`src/hdl/nvm_port_regs.vh`:
```
`ifndef NVM_PORT_REGS_VH
`define NVM_PORT_REGS_VH

// instruction codes
`define IR_WIDTH              4
`define IR_CORE_RESET         4'hc
`define IR_NVM_UNLOCK         4'h4
`define IR_NVM_COMMAND        4'h5
`define IR_PAGE_STREAM_LOAD   4'h6
`define IR_PAGE_STREAM_READ   4'h7

// data register widths
`define UNLOCK_WIDTH          16
`define COMMAND_WIDTH         15
`define BYTE_WIDTH            8

// unlock signature and reset value
`define UNLOCK_SIGNATURE      16'ha370
`define UNLOCK_RESET          16'h0000
`define COMMAND_RESET         15'h0000

// command fields: upper seven bits are the opcode, lower eight the operand
`define CMD_OP_MSB            14
`define CMD_OP_LSB            8
`define OP_ENTER_MODE         7'h23
`define OP_ADDR_HIGH          7'h07
`define OP_ADDR_LOW           7'h03
`define OP_DATA_LOW           7'h13
`define OP_DATA_HIGH          7'h17

// mode operands carried with the enter-mode opcode
`define MODE_CHIP_ERASE       8'h80
`define MODE_FLASH_WRITE      8'h10
`define MODE_FLASH_READ       8'h02
`define MODE_EEPROM_WRITE     8'h11
`define MODE_EEPROM_READ      8'h03

// core reset time-out after the reset register clears, per clock option
`define CLK_HZ                100000000
`define TIMEOUT_SHORT_US      65
`define TIMEOUT_LONG_US       4100
`define TIMEOUT_SHORT_CYCLES  ((`TIMEOUT_SHORT_US * (`CLK_HZ / 1000000)))
`define TIMEOUT_LONG_CYCLES   ((`TIMEOUT_LONG_US * (`CLK_HZ / 1000000)))
`define TIMEOUT_CNT_WIDTH     20

// page stream buffer word: high-byte flag, address, data
`define PL_ADDR_WIDTH         16
`define PL_WORD_WIDTH         25
`define PL_DEPTH              2

`endif

```
`src/hdl/nvm_programming_port.v`:
```
// Summary of operation
// - code c selects one-bit core reset register
// - reset bit holds core reset, unlatched
// - extra reset time-out after bit clears
// - code 4 selects unlock register, checked on update
// - unlock only when register equals signature
// - unlock register clears on power-on reset
// - code 5 command register captures previous result
// - update applies command, idle pass executes it
// - code 6 shifts low command byte
// - load update buffers byte for page write
// - low then high, pre-increment except first
// - code 7 captures bytes, post-increment after high
// - chip erase command sequence and polling
// - flash write entry, address and data prefixes
// - latch data and page write sequences
// - page write completion polled by status bit
// - flash read entry and byte read sequence
// - eeprom write entry, page write, poll
// - eeprom read entry and address loading
// - all shift registers shift lsb first
`timescale 1ns/1ps
`include "nvm_port_regs.vh"
module nvm_programming_port #(
  parameter TIMEOUT_SHORT = `TIMEOUT_SHORT_CYCLES,
  parameter TIMEOUT_LONG  = `TIMEOUT_LONG_CYCLES
) (
  input  wire        clk,
  input  wire        rstn,
  input  wire        tck,
  input  wire        tdi,
  output reg         tdo,
  output wire        tdo_en_n,
  input  wire [3:0]  tap_ir,
  input  wire        tap_capture_dr,
  input  wire        tap_shift_dr,
  input  wire        tap_update_dr,
  input  wire        tap_run_idle,
  input  wire        clk_opt_long,
  output wire        core_reset_n,
  output wire        prog_enabled,
  output reg  [14:0] nvm_ctrl,
  output reg         nvm_ctrl_valid,
  output reg         nvm_exec,
  input  wire [14:0] nvm_result,
  output reg  [7:0]  nvm_mode,
  output reg  [15:0] nvm_addr,
  output reg  [7:0]  nvm_data_low,
  output reg  [7:0]  nvm_data_high,
  input  wire [15:0] flash_word,
  output wire        page_valid,
  input  wire        page_ready,
  output wire [7:0]  page_data,
  output wire        page_high,
  output wire [15:0] page_addr,
  output reg         page_overrun
);
  localparam SYNC_W = 10;
  localparam [SYNC_W-1:0] SYNC_IDLE = 10'h200;

  // pin synchronisers: first stage feeds only the second
  reg [SYNC_W-1:0] sync1;
  reg [SYNC_W-1:0] sync2;
  reg              tck_prev;
  wire             tck_s;
  wire             tdi_s;
  wire [3:0]       ir_s;
  wire             cap_s;
  wire             shf_s;
  wire             upd_s;
  wire             idle_s;
  wire             tck_rise;
  wire             tck_fall;

  always @(posedge clk or negedge rstn) begin
    if (!rstn) begin
      // tck idles high; start there so release brings no false edge
      sync1    <= SYNC_IDLE;
      sync2    <= SYNC_IDLE;
      tck_prev <= 1'b1;
    end else begin
      sync1    <= {tck, tdi, tap_ir, tap_capture_dr, tap_shift_dr, tap_update_dr,
                   tap_run_idle};
      sync2    <= sync1;
      tck_prev <= sync2[9];
    end
  end

  assign tck_s    = sync2[9];
  assign tdi_s    = sync2[8];
  assign ir_s     = sync2[7:4];
  assign cap_s    = sync2[3];
  assign shf_s    = sync2[2];
  assign upd_s    = sync2[1];
  assign idle_s   = sync2[0];
  assign tck_rise = tck_s && !tck_prev;
  assign tck_fall = !tck_s && tck_prev;

  wire sel_reset  = (ir_s == `IR_CORE_RESET);
  wire sel_unlock = (ir_s == `IR_NVM_UNLOCK);
  wire sel_cmd    = (ir_s == `IR_NVM_COMMAND);
  wire sel_load   = (ir_s == `IR_PAGE_STREAM_LOAD);
  wire sel_read   = (ir_s == `IR_PAGE_STREAM_READ);

  reg        rst_reg;
  reg [15:0] unlock_reg;
  reg [14:0] cmd_reg;
  reg        bypass_reg;
  reg        upd_prev;
  reg        cap_prev;
  reg        idle_prev;
  reg [3:0]  ir_prev;
  reg        load_high;
  reg        load_first;
  reg        read_high;
  reg        prog_mode;

  // enter-once detection per pass through a state
  wire cap_edge  = tck_rise && cap_s && !cap_prev;
  wire upd_edge  = tck_rise && upd_s && !upd_prev;
  wire idle_edge = tck_rise && idle_s && !idle_prev;
  wire ir_change = (ir_s != ir_prev);

  // compare is latched into prog_mode on update and also gates prog_enabled directly; shifting alone never sets prog_mode
  wire unlock_match = (unlock_reg == `UNLOCK_SIGNATURE);
  assign prog_enabled = prog_mode && unlock_match;

  wire [6:0] op      = cmd_reg[`CMD_OP_MSB:`CMD_OP_LSB];
  wire [7:0] operand = cmd_reg[7:0];

  // two-entry page stream buffer
  wire                       buf_in_ready;
  wire                       buf_push;
  wire [`PL_WORD_WIDTH-1:0]  buf_out;
  wire [15:0]                push_addr;

  assign push_addr = load_first ? nvm_addr :
                     (load_high ? nvm_addr : nvm_addr + 16'h0001);
  assign buf_push  = upd_edge && sel_load && prog_enabled;

  two_entry_buffer #(
    .WIDTH (`PL_WORD_WIDTH),
    .DEPTH (`PL_DEPTH)
  ) page_buffer (
    .clk       (clk),
    .rstn      (rstn),
    .in_valid  (buf_push),
    .in_ready  (buf_in_ready),
    .in_data   ({load_high, push_addr, cmd_reg[7:0]}),
    .out_valid (page_valid),
    .out_ready (page_ready),
    .out_data  (buf_out)
  );

  assign page_high = buf_out[24];
  assign page_addr = buf_out[23:8];
  assign page_data = buf_out[7:0];

  // data registers, lsb first through each chain
  always @(posedge clk or negedge rstn) begin
    if (!rstn) begin
      rst_reg       <= 1'b0;
      unlock_reg    <= `UNLOCK_RESET;
      cmd_reg       <= `COMMAND_RESET;
      bypass_reg    <= 1'b0;
      upd_prev      <= 1'b0;
      cap_prev      <= 1'b0;
      idle_prev     <= 1'b0;
      ir_prev       <= 4'h0;
      load_high     <= 1'b0;
      load_first    <= 1'b1;
      read_high     <= 1'b0;
      prog_mode     <= 1'b0;
      nvm_ctrl      <= `COMMAND_RESET;
      nvm_ctrl_valid <= 1'b0;
      nvm_exec      <= 1'b0;
      nvm_mode      <= 8'h00;
      nvm_addr      <= 16'h0000;
      nvm_data_low  <= 8'h00;
      nvm_data_high <= 8'h00;
      page_overrun  <= 1'b0;
    end else begin
      nvm_exec <= 1'b0;
      ir_prev  <= ir_s;
      if (tck_rise) begin
        upd_prev  <= upd_s;
        cap_prev  <= cap_s;
        idle_prev <= idle_s;
      end
      if (ir_change) begin
        load_high  <= 1'b0;
        load_first <= 1'b1;
        read_high  <= 1'b0;
      end
      if (cap_edge && sel_cmd) begin
        cmd_reg <= nvm_result;
      end
      if (cap_edge && sel_read && prog_enabled) begin
        cmd_reg[7:0] <= read_high ? flash_word[15:8] : flash_word[7:0];
        read_high    <= !read_high;
        if (read_high) begin
          nvm_addr <= nvm_addr + 16'h0001;
        end
      end
      if (tck_rise && shf_s) begin
        if (sel_reset) begin
          rst_reg <= tdi_s;
        end else if (sel_unlock) begin
          unlock_reg <= {tdi_s, unlock_reg[15:1]};
        end else if (sel_cmd) begin
          cmd_reg <= {tdi_s, cmd_reg[14:1]};
        end else if (sel_load || sel_read) begin
          cmd_reg[7:0] <= {tdi_s, cmd_reg[7:1]};
        end else begin
          bypass_reg <= tdi_s;
        end
      end
      if (upd_edge && sel_unlock) begin
        prog_mode <= unlock_match;
      end
      if (upd_edge && sel_cmd && prog_enabled) begin
        nvm_ctrl       <= cmd_reg;
        nvm_ctrl_valid <= 1'b1;
        case (op)
          `OP_ENTER_MODE: nvm_mode      <= operand;
          `OP_ADDR_HIGH:  nvm_addr[15:8] <= operand;
          `OP_ADDR_LOW:   nvm_addr[7:0]  <= operand;
          `OP_DATA_LOW:   nvm_data_low  <= operand;
          `OP_DATA_HIGH:  nvm_data_high <= operand;
          default:        nvm_mode      <= nvm_mode;
        endcase
      end
      if (!prog_enabled) begin
        nvm_ctrl_valid <= 1'b0;
      end
      // one internal clock per idle pass; latch, write and poll run on it
      if (idle_edge && sel_cmd && prog_enabled && nvm_ctrl_valid) begin
        nvm_exec <= 1'b1;
      end
      if (upd_edge && sel_load && prog_enabled) begin
        if (buf_in_ready) begin
          if (!load_first && !load_high) begin
            nvm_addr <= nvm_addr + 16'h0001;
          end
          load_first <= 1'b0;
          load_high  <= !load_high;
        end else begin
          page_overrun <= 1'b1;
        end
      end
    end
  end

  // tdo changes on the falling tck edge, lsb of the selected chain
  always @(posedge clk or negedge rstn) begin
    if (!rstn) begin
      tdo <= 1'b0;
    end else if (tck_fall && shf_s) begin
      if (sel_reset) begin
        tdo <= rst_reg;
      end else if (sel_unlock) begin
        tdo <= unlock_reg[0];
      end else if (sel_cmd || sel_load || sel_read) begin
        tdo <= cmd_reg[0];
      end else begin
        tdo <= bypass_reg;
      end
    end
  end

  reg tdo_drive;
  always @(posedge clk or negedge rstn) begin
    if (!rstn) begin
      tdo_drive <= 1'b0;
    end else if (tck_fall) begin
      tdo_drive <= shf_s;
    end
  end
  assign tdo_en_n = !tdo_drive;

  // core reset time-out after the reset register clears
  reg [`TIMEOUT_CNT_WIDTH-1:0] to_cnt;
  wire [`TIMEOUT_CNT_WIDTH-1:0] to_load = clk_opt_long ?
                                          TIMEOUT_LONG[`TIMEOUT_CNT_WIDTH-1:0] :
                                          TIMEOUT_SHORT[`TIMEOUT_CNT_WIDTH-1:0];

  always @(posedge clk or negedge rstn) begin
    if (!rstn) begin
      to_cnt <= {`TIMEOUT_CNT_WIDTH{1'b0}};
    end else if (rst_reg) begin
      to_cnt <= to_load;
    end else if (to_cnt != {`TIMEOUT_CNT_WIDTH{1'b0}}) begin
      to_cnt <= to_cnt - {{(`TIMEOUT_CNT_WIDTH-1){1'b0}}, 1'b1};
    end
  end

  // unlatched: the shifting bit reaches the core at once
  assign core_reset_n = !rst_reg && (to_cnt == {`TIMEOUT_CNT_WIDTH{1'b0}});
endmodule

```
`src/hdl/two_entry_buffer.v`:
```
`timescale 1ns/1ps
module two_entry_buffer #(
  parameter WIDTH = 8,
  parameter DEPTH = 2
) (
  input  wire             clk,
  input  wire             rstn,
  input  wire             in_valid,
  output wire             in_ready,
  input  wire [WIDTH-1:0] in_data,
  output wire             out_valid,
  input  wire             out_ready,
  output wire [WIDTH-1:0] out_data
);
  reg [WIDTH-1:0] store [0:DEPTH-1];
  reg [1:0]       wr_ptr;
  reg [1:0]       rd_ptr;
  reg [1:0]       count;
  wire            push;
  wire            pop;
  integer         i;

  assign in_ready  = (count != DEPTH[1:0]);
  assign out_valid = (count != 2'h0);
  assign out_data  = store[rd_ptr[0]];
  assign push      = in_valid && in_ready;
  assign pop       = out_valid && out_ready;

  always @(posedge clk or negedge rstn) begin
    if (!rstn) begin
      wr_ptr <= 2'h0;
      rd_ptr <= 2'h0;
      count  <= 2'h0;
      for (i = 0; i < DEPTH; i = i + 1) begin
        store[i] <= {WIDTH{1'b0}};
      end
    end else begin
      if (push) begin
        store[wr_ptr[0]] <= in_data;
        wr_ptr           <= {1'b0, ~wr_ptr[0]};
      end
      if (pop) begin
        rd_ptr <= {1'b0, ~rd_ptr[0]};
      end
      if (push && !pop) begin
        count <= count + 2'h1;
      end else if (pop && !push) begin
        count <= count - 2'h1;
      end
    end
  end
endmodule

```
`config.mk`:
```
export PLATFORM = sky130hd
export DESIGN_NAME = nvm_programming_port
export DESIGN_NICKNAME = d
export VERILOG_FILES = /design/src/hdl/nvm_programming_port.v /design/src/hdl/two_entry_buffer.v
export VERILOG_INCLUDE_DIRS = /design/src /design/src/hdl
export SDC_FILE = /design/constraint.sdc
export NUM_CORES = 1
export LEC_CHECK = 0
export ABC_AREA = 1
export CAP_MARGIN = 20
export CORE_MARGIN = 2
export CORE_UTILIZATION = 55
export DETAILED_ROUTE_END_ITERATION = 6
export DONT_BUFFER_PORTS = 1
export MAX_ROUTING_LAYER = met4
export PLACE_DENSITY_LB_ADDON = 0.1
export SLEW_MARGIN = 20
export SYNTH_ARGS = -nofsm -noshare
export SYNTH_HDL_FRONTEND = slang
export SYNTH_HIERARCHICAL = 1
export SYNTH_SLANG_ARGS = --single-unit
export TNS_END_PERCENT = 30
```
`constraint.sdc`:
```
create_clock -name clk -period 4.75 [get_ports clk]
set_clock_uncertainty 0.05 [all_clocks]
set_input_delay 0.2375 -clock clk [delete_from_list [all_inputs] [get_ports clk]]
set_output_delay 0.2375 -clock clk [all_outputs]
set_load 0.02 [all_outputs]
```
==> metrics.md, run 1 <==
| Metric | Value |
|---|---|
| Status | finished with violations |
| Violated checks | negative hold slack |
| Setup crit start kind | flop |
| Largest register FFs | 50 |
| Fin. Hold Viols | 199 |
| First-pass GRT wire length | 37,600 µm |
| Fraction of layout cells with a size suffix above 1 | 8.21% |
| CTS tree | done |
| Max Freq | 325 MHz |
| Yosys cell types | 41 |
| P per Cell Area | 364 mW/mm² |
| WL final | 23,600 µm |
| Fin Hold WS | -560 ps |
| Die X | 137 µm |
| Arrival @ worst endpoint | 2790 ps |
| HP Class | in2async |
| Slew Limit Headroom | 27.9% |
| Final min period | 3080 ps |
| Post-CTS sizing | 0 |
| Regs by FF count | page_buffer/store: 50 flops, to_cnt: 20 flops |
| Critical setup path kind | reg2out |
| Post-Synthesis Cells | 1,175 |
| Number of flops mapped to enable cells by yosys | 0 |
| # IOs | 133 |
| Sequential-to-total area share from yosys stat | 51.0% |
| Largest net degree at the start of global routing | 200 |
| Post-Syn Nets | 1,224 |
| Num CTS Buffers | 17 |
| DP HPWL | 15,900 µm |
| Nets | 1,218 |
| Clk_lat worst skew | 440 ps |
| Root Driver | clkbuf_16 |
| Area leader, netlist | dfrtp_1 |
| Hold_buf cts | 19 |
| Via density | 5.47 |
| # fillers | 1,572 |
| Total global routing overflow | 0 |
| Total GRT Usage | 26.6% |
| Clock buffer depth | 2 |
| Total negative slack | 0 ps |
| Initial antenna violation count | 0 |
| Sink Count | 199 |
| Yosys reg bits | 199 |
| Worst slack at placement | 1990 ps |
| ANT nets after route | 0 |
| Drt pass-1 iters | 5 |
| Layout area overhead | 8.37% |
| WP data required | 4460 ps |
| Gpl congestion | 0.862 |
| Finish-stage setup viols | 0 |
| Crit. End Element | output port |
| Most frequent cell after synthesis | nand2_1 |
| DRC Markers | 0 |
| Initial Util | 56.3% |
| Top post-synthesis cells by area | dfrtp_1 (50%), nand2_1 (15%), nand4_1 (4.9%) |
| Period utilization | 64.8% |
| Worst-margin pin slew | 1080 ps |
| RSZ-0062 raised after global routing | false |
| Syn avg cell area | 8.31 µm² |
| Avg WL per Cell | 16.8 µm |
| Clock H-tree levels | 4 |
| Row count | 48 |
| IO Port Bufs | 0 |
| Post-CTS Setup Bufs | 0 |
| DIE AREA | 0.0188 mm² |
| Via count | 7,692 |
| DIE HEIGHT | 137 µm |
| Clk pin slew, worst setup/hold paths | 80 ps |
| Starting DRT DRC Count | 588 |
| Antenna Cells | 0 |
| Max FO, Critical Path | 27 |
| Maxcap violations | 0 |
| Biggest register | page_buffer/store |
| Synth warn | 6 |
| Most common library cells after synthesis | nand2_1 (401), dfrtp_1 (195), inv_1 (90) |
| Synth top area share | 50.0% |
| Core box area | 0.0174 mm² |
| Share of flip-flops with an asynchronous set or reset | 100% |
| Final WS setup | 1670 ps |
| P_leak | 5.36 nW |
| Max VDD drop | 270 µV |
| Top_reg_cell synth | dfrtp_1 |
| Synthesized cell area | 0.00977 mm² |
| Slew Limit Fails | 0 |
| Vias in the first global route | 6,992 |
## report_power, final
| part | switching [mW] | internal [mW] | total (mW) |
|---|---|---|---|
| registers | 0.132 | 1.82 | 1.95 |
| logic | 0.321 | 0.162 | 0.483 |
| clock network | 0.707 | 0.714 | 1.42 |
| total | 1.16 | 2.69 | 3.85 |
## cells by family after synthesis
| logic type | count (synthesis) | share of synthesized area (%) |
|---|---|---|
| DFF | 199 | 51.0 |
| buffers and inverters | 151 | 6.73 |
| and+or+nand+nor | 640 | 30.2 |
| muxes | 3 | 0.308 |
| adders and majority gates | 4 | 0.513 |
| xor gates and xnor gates | 30 | 2.69 |
| AOI/OAI and AO/OA | 148 | 8.53 |
## area by class of cell
type                            count  area, µm²  area share, %
Clock buffer                       19        443           4.19
Clock inverter                     13        135           1.28
Inverter                          103        389           3.68
Multi-Input combinational cell    825       4130           39.0
Sequential cell                   199       4980           47.1
Tap cell                          225        282           2.66
Timing Repair Buffer               23        220           2.08
## through the flow
step                      power [mW]  cell area, µm²  util (%)  cells
final                           3.85           10600      61.0   1407
after global routing            4.04           10600      61.0   1407
after CTS                       3.88           10600      61.0   1407
after detailed placement        2.45            9810      56.5   1356
after global placement          2.44            9810      56.5   1356
after floorplan                 2.30            9770         -   1175
## routing by layer
layer	global-route usage, %	routed length (µm)	vias up
met4	5.96	344	0
met1	39.1	11600	3638
met2	37.6	10200	198
li1	-	-	3832
met5	-	0	-
met3	6.62	1490	24
## layout by cell type (no fill, tap or decap), types with 4 or more instances in the layout
| master | synthesis | routed |
|---|---|---|
| nand4_1 | 77 | 77 |
| nand2_2 | 5 | 5 |
| o21ai_1 | 18 | 18 |
| nor2_2 | 4 | 4 |
| a21oi_2 | 8 | 8 |
| dfrtp_1 | 195 | 195 |
| nor2_1 | 65 | 65 |
| o211ai_1 | 10 | 10 |
| xor2_1 | 25 | 25 |
| nand3_4 | 6 | 6 |
| xnor2_1 | 5 | 5 |
| o21ai_2 | 8 | 8 |
| nand2_1 | 401 | 401 |
| inv_6 | 0 | 4 |
| o21ai_0 | 72 | 72 |
| dfstp_2 | 4 | 4 |
| buf_4 | 5 | 4 |
| clkbuf_16 | 0 | 17 |
| dlygate4sd3_1 | 0 | 19 |
| nor3_1 | 13 | 12 |
| inv_1 | 90 | 90 |
| inv_2 | 9 | 9 |
| a21oi_1 | 27 | 27 |
| nand3_1 | 50 | 50 |
| ha_1 | 4 | 4 |
## path summary, 6_finish.rpt
path                                       start                    to  cells past startpoint  slack (ps)
max                        page_buffer/rd_ptr[0]          page_data[2]                      3        1670
min                                         rstn             to_cnt[4]                      0        -560
max reg2reg                             sync2[9]  page_buffer/store[8]                     10        1960
min reg2reg                             sync1[8]              sync2[8]                      0         300
max in group asynchronous                   rstn              sync2[9]                      0        4890
min in group clk                   flash_word[0]            cmd_reg[0]                      4          30
## critical path: stages (launching register included)
cell	delay, ps
dfrtp_1	960
clkinv_1	950
nand2_1	230
nand2_1	220
(Power assumes the default switching activity.)
==> inputs of run 2 (changes only) <==
==> constraint.sdc (replaced) <==
create_clock -name clk -period 2.66 [get_ports clk]
set_clock_uncertainty 0.05 [all_clocks]
set_input_delay 0.133 -clock clk [delete_from_list [all_inputs] [get_ports clk]]
set_output_delay 0.133 -clock clk [all_outputs]
set_load 0.02 [all_outputs]
==> metrics.md, run 2 (synthesis results as in run 1) <==
| Metric | Value |
|---|---|
| Status | finished with violations |
| Violated checks | negative hold slack |
| Worst-margin pin slew | 770 ps |
| Period utilization | 89.8% |
| Family with the most delay on the worst path | simple AND/OR/NAND/NOR gates |
| Critical Path Max Stage Delay | 540 ps |
| Slew Limit Headroom | 48.4% |
| P per Cell Area | 633 mW/mm² |
| Sink Count | 199 |
| Largest register FFs | 50 |
| P_leak | 5.50 nW |
| DRC Markers | 0 |
| Critical Path Start | sync2[9] |
| Post-CTS sizing | 0 |
| Total negative slack | 0 ps |
| Row count | 48 |
| Number of cells on the critical path | 10 |
| Max FO, Critical Path | 53 |
| Critical R2R Launch | sync2[9] |
| Antenna Cells | 0 |
| Avg WL per Cell | 16.6 µm |
| Post-DP Area | 0.00991 mm² |
| Commonest non-fill, non-tap cells in the layout | nand2_1 (401), dfrtp_1 (195), inv_1 (90) |
| Post-CTS Setup Bufs | 0 |
| DIE HEIGHT | 137 µm |
| Worst path most repeated cell | nand2_1 |
| Die X | 137 µm |
| Layout area overhead | 11.4% |
| DP HPWL | 16,100 µm |
| CTS tree | done |
| Largest net degree at the start of global routing | 200 |
| Clk_lat worst skew | 440 ps |
| Clk pin slew, worst setup/hold paths | 80 ps |
| Regs by FF count | page_buffer/store: 50 flops, to_cnt: 20 flops |
| WL final | 23,900 µm |
| Clock H-tree levels | 4 |
| Maxcap violations | 0 |
| Setup crit start kind | flop |
| Final WS setup | 271 ps |
| Initial antenna violation count | 0 |
| Initial Util | 56.3% |
| Gpl congestion | 0.849 |
| IO Port Bufs | 0 |
| Vias in the first global route | 7,306 |
| Fin Hold WS | -665 ps |
| Via count | 7,827 |
| Total Power | 6.89 mW |
| Crit. End Element | flop |
| R2R Setup Slk | 270 ps |
| Worst R2R Path Depth | 10 |
| First-pass GRT wire length | 38,400 µm |
| DIE AREA | 0.0188 mm² |
| WP data required | 2930 ps |
| Core box area | 0.0174 mm² |
| Starting DRT DRC Count | 550 |
| ANT nets after route | 0 |
| Slew Limit Fails | 0 |
| Arrival @ worst endpoint | 2660 ps |
| Critical setup path kind | reg2reg |
| RSZ-0062 raised after global routing | false |
| Critical-path top delay cell | dfstp_2 |
| Reg2reg end | page_buffer/store[40] |
| Drt pass-1 iters | 6 |
| Clock buffer depth | 2 |
| # IOs | 133 |
| Final instance area | 0.0109 mm² |
| Biggest register | page_buffer/store |
| Fin. Hold Viols | 199 |
| Max VDD drop | 562 µV |
| Final min period | 2390 ps |
| HP Class | in2async |
| Worst slack at placement | 319 ps |
| Crit-path cells | nand2_1 -> inv_2 -> nand3_1 -> nor2_2 -> nand2_1 -> inv_1 -> buf_12 -> nand3_4 -> nand2_1 -> nand2_1 |
| Via density | 5.44 |
| Num CTS Buffers | 17 |
| Hold_buf cts | 40 |
| Fraction of layout cells with a size suffix above 1 | 8.90% |
| Finish-stage setup viols | 0 |
| CP bufs+invs | 3 |
| Worst Setup EP | page_buffer/store[40] |
| Most common cell after layout, fill and taps aside | nand2_1 |
| Max Freq | 419 MHz |
| Total GRT Usage | 27.2% |
| Total global routing overflow | 0 |
| Root Driver | clkbuf_16 |
| Nets | 1,250 |
[run 2: cell count changes in the layout (fill, tap and decap cells not counted), sizes merged]
cell / before / now
inv: 107 / 106
clkinv: 8 / 11
clkinvlp: 1 / 0
dlygate4sd3: 19 / 40
clkbuf: 19 / 18
buf: 4 / 15
[run 2: per-stage QoR]
step	cells	util [%]	hold WS (ps)
detailed placement	1367	57.1	-206
global placement	1367	57.1	-208
floorplan	1175	-	-213
global route	1439	62.7	-689
finish	1439	62.7	-665
CTS	1439	62.7	-679
[run 2: area by class of cell]
| class | count | area (µm²) |
|---|---|---|
| inverters | 103 | 389 |
| clock inverters | 14 | 139 |
| multi-input cells | 825 | 4130 |
| fillers | 1517 | 6480 |
| repair buffers | 55 | 526 |
| clock buffers | 18 | 429 |
| flip-flops and latches | 199 | 4980 |
| well taps | 225 | 282 |
[run 2: where the power goes]
part	total, mW	switching [mW]	internal [mW]
Sequential	3.48	0.232	3.25
Clock	2.50	1.26	1.25
Combinational	0.910	0.587	0.322
Total	6.89	2.07	4.82
[run 2: how the worst min path moves through the flow]
stage / startpoint / slack, ps / end
after floorplan: rstn / -210 / bypass_reg
after global placement: rstn / -210 / to_cnt[17]
after detailed placement: rstn / -210 / to_cnt[17]
after CTS: rstn / -680 / to_cnt[17]
after global routing: rstn / -690 / to_cnt[18]
final: rstn / -670 / to_cnt[18]
[run 2: metal layers]
layer | up-vias | global-route usage, % | share of wire [%]
li1 | 3896 | - | -
met1 | 3667 | 38.4 | 46
met2 | 233 | 40.0 | 46
met3 | 31 | 5.52 | 6.9
met4 | 0 | 8.36 | 1.3
met5 | - | - | 0
